File: src/hw/sadc_pkg.sv
package sadc_pkg;

    // register word indices; byte address on the bus is four times these
    localparam logic [7:0] IRQEN_IDX  = 8'h9A;
    localparam logic [7:0] IRC2_IDX   = 8'hBF;
    localparam logic [7:0] MODE_IDX   = 8'hD2;
    localparam logic [7:0] RESH_IDX   = 8'hD3;
    localparam logic [7:0] RESL_IDX   = 8'hD4;
    localparam logic [7:0] VREF_IDX   = 8'hD5;
    localparam logic [7:0] PAIN_IDX   = 8'h9E;
    // extra registers: event status, event enable, event clear
    localparam logic [7:0] EVST_IDX   = 8'hE0;
    localparam logic [7:0] EVEN_IDX   = 8'hE1;
    localparam logic [7:0] EVCL_IDX   = 8'hE2;
    localparam int         ADDR_W     = 12;

    // converter_mode_control field positions
    localparam int MODE_PWR_BIT   = 7;
    localparam int MODE_START_BIT = 6;
    localparam int MODE_EOC_BIT   = 5;
    // result_low_and_clock_config field positions
    localparam int RESL_GCH_BIT   = 6;
    localparam int RESL_CKS_LO    = 4;

    // channel codes
    localparam logic [3:0] CH_LAST_PIN = 4'h5;
    localparam logic [3:0] CH_SUPPLY   = 4'h6;
    localparam logic [3:0] CH_GROUND   = 4'h7;
    localparam logic [3:0] CH_BATTERY  = 4'h8;

    // clock divider selection codes and their ratios
    localparam logic [1:0] CKS_DIV16 = 2'h0;
    localparam logic [1:0] CKS_DIV8  = 2'h1;
    localparam logic [1:0] CKS_DIV1  = 2'h2;
    localparam logic [1:0] CKS_DIV2  = 2'h3;
    localparam logic [4:0] RATIO16   = 5'h10;
    localparam logic [4:0] RATIO8    = 5'h08;
    localparam logic [4:0] RATIO2    = 5'h02;
    localparam logic [4:0] RATIO1    = 5'h01;

    // conversion length in converter clock cycles (16 x 4)
    localparam logic [6:0] CONV_CYCLES = 7'h40;

    // reference select decoding
    localparam int         VHS_SUPPLY_BIT = 2;
    localparam logic [1:0] VHS_4V = 2'h2;
    localparam logic [1:0] VHS_3V = 2'h1;
    localparam logic [1:0] VHS_2V = 2'h0;

    // reset values
    localparam logic [7:0] REG_RST = 8'h00;

    // analog-side selection bundle
    typedef enum logic [2:0] {
        REF_NONE, REF_2V, REF_3V, REF_4V, REF_SUPPLY
    } sadc_ref_e;

    typedef struct packed {
        logic [5:0] pinConnect;   // one-hot or all-zero port pin to converter
        logic       supplySel;
        logic       groundSel;
        logic       batterySel;
        sadc_ref_e  refSel;
    } sadc_route_s;

endpackage : sadc_pkg
File: src/hw/sadc_ctrl.sv
// Function
// RULE1 - start bit written one while powered begins one conversion; a start written in the cycle a conversion completes is dropped here
// RULE2 - start bit clears itself when conversion completes
// RULE3 - completion sets end flag, request flag, and loads result
// RULE4 - enabled request raises interrupt; service acknowledge clears request
// RULE5 - channel codes 0-5 pins, 6 supply, 7 ground, 8 battery
// RULE6 - selected input connects only while global channel enable is one
// RULE7 - at most one port pin connected, the selected one
// RULE8 - pure-analog bit one cuts that pin's digital input path
// RULE9 - reference top bit picks supply, else 4V, 3V or 2V; low code 3 selects no reference (REF_NONE) here
// RULE10 - battery channel needs supply reference, firmware's duty
// RULE11 - conversion lasts sixty-four converter clock cycles
// RULE12 - clock select divides by 16, 8, 1 or 2
// RULE13 - result bits 11..4 high byte, 3..0 low nibble
// RULE14 - result buffer read-only and not reset
// RULE15 - result is straight binary code from the core
// RULE16 - firmware configures everything before enabling and starting
// RULE17 - keeps running when idle; completion wakes if interrupt enabled
// RULE18 - end flag zero during conversion, cleared only by firmware write
// RULE19 - start written while unpowered is ignored
`timescale 1ns/10ps
`default_nettype none

module sadc_ctrl (
    // clock and reset
    input  wire logic                       clk,
    input  wire logic                       resetn,
    // apb slave
    input  wire logic                       psel,
    input  wire logic                       penable,
    input  wire logic                       pwrite,
    input  wire logic [sadc_pkg::ADDR_W-1:0] paddr,
    input  wire logic [31:0]                pwdata,
    output logic      [31:0]                prdata,
    output logic                            pready,
    output logic                            pslverr,
    // interrupt controller side
    input  wire logic                       irqService,
    output logic                            convIrq,
    output logic                            wakeReq,
    output logic                            eventIrq,
    // analog core
    input  wire logic [11:0]                coreSample,
    output logic                            corePower,
    output logic                            coreSampling,
    output sadc_pkg::sadc_route_s           route,
    // port pins
    output logic      [5:0]                 digitalInDisable
);

    ////////////////////////////////////////////////////////////////////
    // register state
    logic       pwrEn_ff;
    logic       start_ff;
    logic       eoc_ff;
    logic [3:0] chSel_ff;
    logic       gch_ff;
    logic [1:0] cks_ff;
    logic [2:0] vhs_ff;
    logic [5:0] pureAn_ff;
    logic       irqEn_ff;
    logic       irqReq_ff;
    logic [1:0] evSt_ff;     // bit0 done, bit1 ignored start
    logic [1:0] evEn_ff;
    logic [11:0] result_ff;
    logic [4:0] divCnt_ff;
    logic [6:0] convCnt_ff;

    logic       wrAcc;
    logic       rdAcc;
    logic [7:0] regIdx;
    logic [7:0] wb;
    logic       addrHit;
    logic       divTick;
    logic       convDone;
    logic       startReq;
    logic       startIgnored;
    logic [4:0] ratio;
    logic       nxt_pwrEn;

    ////////////////////////////////////////////////////////////////////
    // apb decode: index is word address, one wait cycle in each access phase
    assign regIdx = paddr[9:2];
    assign wb     = pwdata[7:0];
    assign wrAcc  = psel && penable && pwrite && !pready;
    assign rdAcc  = psel && penable && !pwrite && !pready;

    always_comb begin
        unique case (regIdx)
            sadc_pkg::IRQEN_IDX, sadc_pkg::IRC2_IDX, sadc_pkg::MODE_IDX,
            sadc_pkg::RESH_IDX, sadc_pkg::RESL_IDX, sadc_pkg::VREF_IDX,
            sadc_pkg::PAIN_IDX, sadc_pkg::EVST_IDX, sadc_pkg::EVEN_IDX,
            sadc_pkg::EVCL_IDX: addrHit = (paddr[1:0] == 2'h0);
            default:            addrHit = 1'b0;
        endcase
    end

    // pready one cycle into the access phase
    always_ff @(posedge clk) begin
        if (!resetn) begin
            pready  <= 1'b0;
            pslverr <= 1'b0;
        end else begin
            pready  <= psel && penable && !pready;
            pslverr <= psel && penable && !pready && !addrHit;
        end
    end

    ////////////////////////////////////////////////////////////////////
    // start request qualification
    assign startReq = wrAcc && regIdx == sadc_pkg::MODE_IDX
                      && wb[sadc_pkg::MODE_START_BIT];
    assign startIgnored = startReq && !wb[sadc_pkg::MODE_PWR_BIT]; // [RULE19]
    // power enable as it will stand after this edge
    assign nxt_pwrEn = (wrAcc && regIdx == sadc_pkg::MODE_IDX)
                       ? wb[sadc_pkg::MODE_PWR_BIT] : pwrEn_ff;

    // converter clock divider, enable pulse per converter clock
    always_comb begin
        unique case (cks_ff)                                       // [RULE12]
            sadc_pkg::CKS_DIV16: ratio = sadc_pkg::RATIO16;
            sadc_pkg::CKS_DIV8:  ratio = sadc_pkg::RATIO8;
            sadc_pkg::CKS_DIV1:  ratio = sadc_pkg::RATIO1;
            sadc_pkg::CKS_DIV2:  ratio = sadc_pkg::RATIO2;
        endcase
    end
    assign divTick = (divCnt_ff + 5'h01 >= ratio);

    always_ff @(posedge clk) begin
        if (!resetn || !start_ff || divTick)
            divCnt_ff <= 5'h00;
        else
            divCnt_ff <= divCnt_ff + 5'h01;
    end

    // conversion length counter
    assign convDone = start_ff && divTick
                      && convCnt_ff == sadc_pkg::CONV_CYCLES - 7'h01; // [RULE11]

    always_ff @(posedge clk) begin
        if (!resetn || !start_ff)
            convCnt_ff <= 7'h00;
        else if (divTick)
            convCnt_ff <= convCnt_ff + 7'h01;                      // [RULE11]
    end

    ////////////////////////////////////////////////////////////////////
    // converter_mode_control
    always_ff @(posedge clk) begin
        if (!resetn) begin
            pwrEn_ff <= 1'b0;
            chSel_ff <= 4'h0;
        end else if (wrAcc && regIdx == sadc_pkg::MODE_IDX) begin
            pwrEn_ff <= wb[sadc_pkg::MODE_PWR_BIT];
            chSel_ff <= wb[3:0];
        end
    end

    // start bit: busy flag, self-clearing
    always_ff @(posedge clk) begin
        if (!resetn)
            start_ff <= 1'b0;
        else if (!pwrEn_ff && !startReq)
            start_ff <= 1'b0;
        else if (convDone)
            start_ff <= 1'b0;                                      // [RULE2]
        else if (startReq && wb[sadc_pkg::MODE_PWR_BIT])
            start_ff <= 1'b1;                                      // [RULE1]
    end

    // end-of-conversion flag: set wins over firmware clear
    always_ff @(posedge clk) begin
        if (!resetn)
            eoc_ff <= 1'b0;
        else if (convDone)
            eoc_ff <= 1'b1;                                        // [RULE3]
        else if (startReq && wb[sadc_pkg::MODE_PWR_BIT])
            eoc_ff <= 1'b0;                                        // [RULE18]
        else if (wrAcc && regIdx == sadc_pkg::MODE_IDX
                 && !wb[sadc_pkg::MODE_EOC_BIT])
            eoc_ff <= 1'b0;                                        // [RULE18]
    end

    // result buffer has no reset
    always_ff @(posedge clk) begin
        if (convDone)
            result_ff <= coreSample;                      // [RULE3] [RULE14]
    end

    ////////////////////////////////////////////////////////////////////
    // result_low_and_clock_config, reference, pure analog, enable
    always_ff @(posedge clk) begin
        if (!resetn) begin
            gch_ff    <= 1'b0;
            cks_ff    <= 2'h0;
            vhs_ff    <= 3'h0;
            pureAn_ff <= 6'h00;
            irqEn_ff  <= 1'b0;
            evEn_ff   <= 2'h0;
        end else if (wrAcc) begin
            unique case (regIdx)
                sadc_pkg::RESL_IDX: begin
                    gch_ff <= wb[sadc_pkg::RESL_GCH_BIT];
                    cks_ff <= wb[sadc_pkg::RESL_CKS_LO +: 2];
                end
                sadc_pkg::VREF_IDX: vhs_ff    <= wb[2:0];
                sadc_pkg::PAIN_IDX: pureAn_ff <= wb[5:0];
                sadc_pkg::IRQEN_IDX: irqEn_ff <= wb[0];
                sadc_pkg::EVEN_IDX: evEn_ff   <= wb[1:0];
                default: ;
            endcase
        end
    end

    // request flag: set on completion, cleared by service or write
    always_ff @(posedge clk) begin
        if (!resetn)
            irqReq_ff <= 1'b0;
        else if (convDone)
            irqReq_ff <= 1'b1;                                     // [RULE3]
        else if (irqService)
            irqReq_ff <= 1'b0;                                     // [RULE4]
        else if (wrAcc && regIdx == sadc_pkg::IRC2_IDX)
            irqReq_ff <= wb[0];
    end

    // sticky event status, write-one clear, set wins
    always_ff @(posedge clk) begin
        if (!resetn)
            evSt_ff <= 2'h0;
        else
            evSt_ff <= (evSt_ff & ~((wrAcc && regIdx == sadc_pkg::EVCL_IDX)
                                    ? wb[1:0] : 2'h0))
                       | {startIgnored, convDone};
    end

    ////////////////////////////////////////////////////////////////////
    // interrupt and wake outputs
    always_ff @(posedge clk) begin
        if (!resetn) begin
            convIrq  <= 1'b0;
            wakeReq  <= 1'b0;
            eventIrq <= 1'b0;
        end else begin
            convIrq  <= irqEn_ff && irqReq_ff && !irqService;      // [RULE4]
            wakeReq  <= irqEn_ff && convDone;                      // [RULE17]
            eventIrq <= |(evSt_ff & evEn_ff);
        end
    end

    ////////////////////////////////////////////////////////////////////
    // analog routing, registered
    always_ff @(posedge clk) begin
        if (!resetn) begin
            route            <= '0;
            corePower        <= 1'b0;
            coreSampling     <= 1'b0;
            digitalInDisable <= 6'h00;
        end else begin
            // sampling window follows the start bit, one cycle early on power-off, one extra cycle on a start at completion; never unpowered
            corePower        <= nxt_pwrEn;
            coreSampling     <= ((start_ff && !convDone)
                                 || (startReq && wb[sadc_pkg::MODE_PWR_BIT]))
                                && nxt_pwrEn;                      // [RULE11]
            digitalInDisable <= pureAn_ff;                         // [RULE8]
            route.pinConnect <= '0;
            if (gch_ff && chSel_ff <= sadc_pkg::CH_LAST_PIN)       // [RULE6]
                route.pinConnect <= 6'h01 << chSel_ff[2:0];        // [RULE7]
            route.supplySel  <= gch_ff && chSel_ff == sadc_pkg::CH_SUPPLY;
            route.groundSel  <= gch_ff && chSel_ff == sadc_pkg::CH_GROUND;
            route.batterySel <= gch_ff
                                && chSel_ff == sadc_pkg::CH_BATTERY; // [RULE5]
            if (vhs_ff[sadc_pkg::VHS_SUPPLY_BIT])                  // [RULE9]
                route.refSel <= sadc_pkg::REF_SUPPLY;
            else begin
                unique case (vhs_ff[1:0])
                    sadc_pkg::VHS_4V: route.refSel <= sadc_pkg::REF_4V;
                    sadc_pkg::VHS_3V: route.refSel <= sadc_pkg::REF_3V;
                    sadc_pkg::VHS_2V: route.refSel <= sadc_pkg::REF_2V;
                    default:          route.refSel <= sadc_pkg::REF_NONE;
                endcase
            end
        end
    end

    ////////////////////////////////////////////////////////////////////
    // read data
    always_ff @(posedge clk) begin
        if (!resetn)
            prdata <= 32'h0000_0000;
        else if (wrAcc)
            prdata <= 32'h0000_0000;
        else if (rdAcc) begin
            prdata <= 32'h0000_0000;
            unique case (regIdx)
                sadc_pkg::MODE_IDX: prdata[7:0] <=
                    {pwrEn_ff, start_ff, eoc_ff, 1'b0, chSel_ff};
                sadc_pkg::RESH_IDX: prdata[7:0] <= result_ff[11:4]; // [RULE13]
                sadc_pkg::RESL_IDX: prdata[7:0] <=
                    {1'b0, gch_ff, cks_ff, result_ff[3:0]};  // [RULE13] [RULE15]
                sadc_pkg::VREF_IDX: prdata[7:0] <= {5'h00, vhs_ff};
                sadc_pkg::PAIN_IDX: prdata[7:0] <= {2'h0, pureAn_ff};
                sadc_pkg::IRQEN_IDX: prdata[7:0] <= {7'h00, irqEn_ff};
                sadc_pkg::IRC2_IDX: prdata[7:0] <= {7'h00, irqReq_ff};
                sadc_pkg::EVST_IDX: prdata[7:0] <= {6'h00, evSt_ff};
                sadc_pkg::EVEN_IDX: prdata[7:0] <= {6'h00, evEn_ff};
                default: ;
            endcase
        end
    end

endmodule : sadc_ctrl

`default_nettype wire

File: config.mk
export PLATFORM = sky130hd
export DESIGN_NAME = sadc_ctrl
export DESIGN_NICKNAME = d
export VERILOG_FILES = /design/src/hw/sadc_pkg.sv /design/src/hw/sadc_ctrl.sv
export SDC_FILE = /design/constraint.sdc
export NUM_CORES = 1
export LEC_CHECK = 0
export BUFFER_PORTS_ARGS = -buffer_cell sky130_fd_sc_hd__buf_4
export CORE_ASPECT_RATIO = 1.4
export CORE_MARGIN = 5
export CORE_UTILIZATION = 51
export DETAILED_ROUTE_END_ITERATION = 8
export PLACE_DENSITY = 0.77
export SYNTH_ARGS = -nofsm -noshare
export SYNTH_HDL_FRONTEND = slang
export SYNTH_SLANG_ARGS = --single-unit
File: constraint.sdc
create_clock -name clk -period 3.8 [get_ports clk]
set_clock_uncertainty 0.1 [all_clocks]
set_input_delay 0.19 -clock clk [delete_from_list [all_inputs] [get_ports clk]]
set_output_delay 0.19 -clock clk [all_outputs]
set_load 0.02 [all_outputs]
==> impl_results.md <==
- GRT met2 Usage: 35.44%
- CP Data Required Time: 3.76 ns
- TritonCTS clock tree: yes
- Yosys reg bits: 81
- # DRC: 0
- First-pass GRT wire length: 14690 um
- Clock sinks: 81
- Depth of the CTS H-tree: 3
- Slack of the critical path: 0.8474 ns
- Most frequent cells in the layout: 69 x dfxtp_1, 69 x buf_4, 38 x nor2_1, 30 x nand2_1, 24 x conb_1
- DR pass1 iterations: 5
- Hold EP: cks_ff[1]
- Clock Latency Late Sink: 0.35 ns
- Final Hold Fails: 0
- Max Buffers Root-to-Sink: 2
- CTS root buffer: clkbuf_8
- Vias in the first global route: 3043
- Critical path peak fanout: 9
- Clock Pin Slew Worst Setup and Hold Paths: 0.08 ns
- Global route overflow: 0
- Fmax: 0.3387 GHz
- End of the worst register-to-register path: result_ff[3]
- Routed vias: 3156
- Max_slew headroom: 43.61%
- Max Transition Viols Final: 0
- RSZ-0062 raised after global routing: no
- Status: completed
- Async set-reset flop share out of synthesis: 0%
- Post-synth EDFFs: 12
- Cells after Synth: 393
- GPL Wtd Cong: 0.8651
- Final core occ: 63.30%
- Fraction of layout cells with a size suffix above 1: 20.71%
- Post-CTS sizing: 0
- # IOs: 119
- Met3 usage: 3.803%
- Hold_sp: pwdata[5]
- Critical path class: reg2reg
- Placed Cells: 541
- Initial antenna violation count: 0
- Antenna-violating nets left: 0
- Die area: 0.009213 mm^2
- Average wire per standard cell: 15.95 um
- Dominant synthesized flop cell: dfxtp_1
- Dpl hpwl: 6612 um
- Number of diodes: 0
- Filler cells: 620
- Vias per inst: 5.489
- Crit path time final: 2.953 ns
- Placement Setup Slack: 0.8311 ns
- Area grow syn2layout: 22.36%
- Core box area: 0.007268 mm^2
- Final instance count without filler cells: 575
- FF-to-FF setup slack: 0.85 ns
- Reg-to-reg startpoint: divCnt_ff[0]
- Num CTS Buffers: 9
- Pleak: 1.796 nW
- Die width: 82.57 um
- Setup TNS: 0 ns
- Pin count of the biggest net entering global routing: 25
- Element type at the critical path start: register
- Hold path cells: 3
- Pwr Density: 345.2 mW/mm^2
- Met1 usage: 25.08%
- Final setup viols: 0
- Initial DRC Count: 234
- Synth Warn #: 0
- Final wirelength: 9171 um
- Die H: 111.6 um
- Seq/Total Area, Yosys: 46.32%
- Slew @ Worst Pin: 0.8370 ns
- Hold Crit Class: in2reg
- Critical Path AT: 2.91 ns
- Worst Hold Slack: 0.01323 ns
- IO buf count: 68
- Fin crit share: 77.70%
- All-layer global routing usage: 20.76%
- Cell Area, Synth: 0.003760 mm^2
- GRT Max-Usage Layer: met2
- CP Capture Type: register
- Layout net count: 544
- Syn_area_per_cell: 9.567 um^2
- Row count: 37
- Max-Cap Viols: 0
- Worst reg-to-reg path cell count: 8
- Peak VDD IR: 0.1995 mV
- Initial Utilization: 51.73%
- Count of cell types in the netlist: 54
==> timing repair <==
item / in CTS / in global routing
endpoints found under the hold margin: 18 / 0
buffers inserted: 0 / 0
hold buffers: 18 / 0
==> logic make-up (layout without fill, tap and decap cells) <==
group	Yosys count	after routing	share of synthesized area, %
xor gates and xnor gates	3	3	0.6990
adders and majority gates	9	9	2.995
muxes	21	21	5.690
other	1	24	0.09974
and+or+nand+nor	165	165	24.76
buffers and inverters	49	111	7.754
DFF	81	81	46.32
AOI/OAI and AO/OA	64	64	11.68
==> routing by layer <==
| metal | up-vias | wire [um] | share of wire (%) |
|---|---|---|---|
| met5 | - | 0 | 0 |
| met4 | 0 | 184 | 2.0 |
| met3 | 16 | 651 | 7.1 |
| met2 | 128 | 4700 | 51 |
| met1 | 1480 | 3635 | 40 |
| li1 | 1532 | - | - |
==> worst max-delay path, cell delays in order, from the launching register on <==
cell and delay (ns):
dfxtp_1 0.38, ha_1 0.21, nand3_1 0.11, xnor2_1 0.16, ha_1 0.29, o21a_1 0.14
o21ai_0 0.27, nor4_4 0.68, buf_4 0.31
==> where the power goes <==
group	internal (W)	total [W]	switching [W]
sequential	0.000870	0.000872	0.00000148
combinational	0.0000520	0.000128	0.0000763
clock	0.000280	0.000588	0.000308
total	0.00120	0.00159	0.000386
==> metrics by stage <==
| stage | area [um^2] | power, W |
|---|---|---|
| after detailed placement | 4233 | 0.001004 |
| after CTS | 4601 | 0.001602 |
| final | 4601 | 0.001588 |
| after global placement | 4233 | 0.001003 |
| after floorplan | 3846 | 0.0009743 |
| after global routing | 4601 | 0.001654 |
==> state kept, by name, summed over array words and instances, names as in the netlist, 2 cells and up <==
name / count
chSel_ff: 4
divCnt_ff: 5
evEn_ff: 2
cks_ff: 2
digitalInDisable: 6
evSt_ff: 2
route: 12
pureAn_ff: 6
prdata: 8
convCnt_ff: 7
vhs_ff: 3
result_ff: 12
==> cell usage after synthesis, types with 5 or more instances <==
| library cell | n | area (um^2) |
|---|---|---|
| a21oi_1 | 16 | 80.08 |
| a22oi_1 | 6 | 45.04 |
| and2_1 | 9 | 56.30 |
| and3_1 | 5 | 31.28 |
| buf_2 | 8 | 40.04 |
| buf_4 | 24 | 180.2 |
| clkbuf_1 | 7 | 26.28 |
| dfxtp_1 | 69 | 1381 |
| edfxtp_1 | 12 | 360.4 |
| ha_1 | 9 | 112.6 |
| inv_1 | 8 | 30.03 |
| mux2i_1 | 18 | 180.2 |
| nand2_1 | 30 | 112.6 |
| nand2b_1 | 8 | 50.05 |
| nand3_1 | 8 | 40.04 |
| nand3b_1 | 8 | 60.06 |
| nor2_1 | 38 | 142.6 |
| nor3_1 | 18 | 90.09 |
| nor4_1 | 5 | 31.28 |
| o21a_1 | 5 | 37.54 |
| o21ai_0 | 8 | 40.04 |
==> layout make-up <==
class	count	area [um^2]	share of cell area [%]
clock inverters	5	35.03	0.7615
well taps	97	121.4	2.638
flip-flops and latches	81	1742	37.86
repair buffers	87	698.2	15.18
multi-input cells	286	1822	39.60
clock buffers	11	152.6	3.318
inverters	8	30.03	0.6527
==> worst max-delay path by stage <==
| stage | start | to | slack (ns) | cells past startpoint |
|---|---|---|---|---|
| global placement | divCnt_ff[0] | result_ff[3] | 0.95 | 8 |
| CTS | divCnt_ff[0] | result_ff[6] | 0.80 | 8 |
| detailed placement | divCnt_ff[0] | result_ff[9] | 0.83 | 8 |
| finish | divCnt_ff[0] | result_ff[3] | 0.85 | 8 |
| floorplan | divCnt_ff[0] | result_ff[0] | 0.91 | 7 |
| global route | divCnt_ff[0] | result_ff[3] | 0.63 | 8 |
Power figures use the tool's default switching activity.
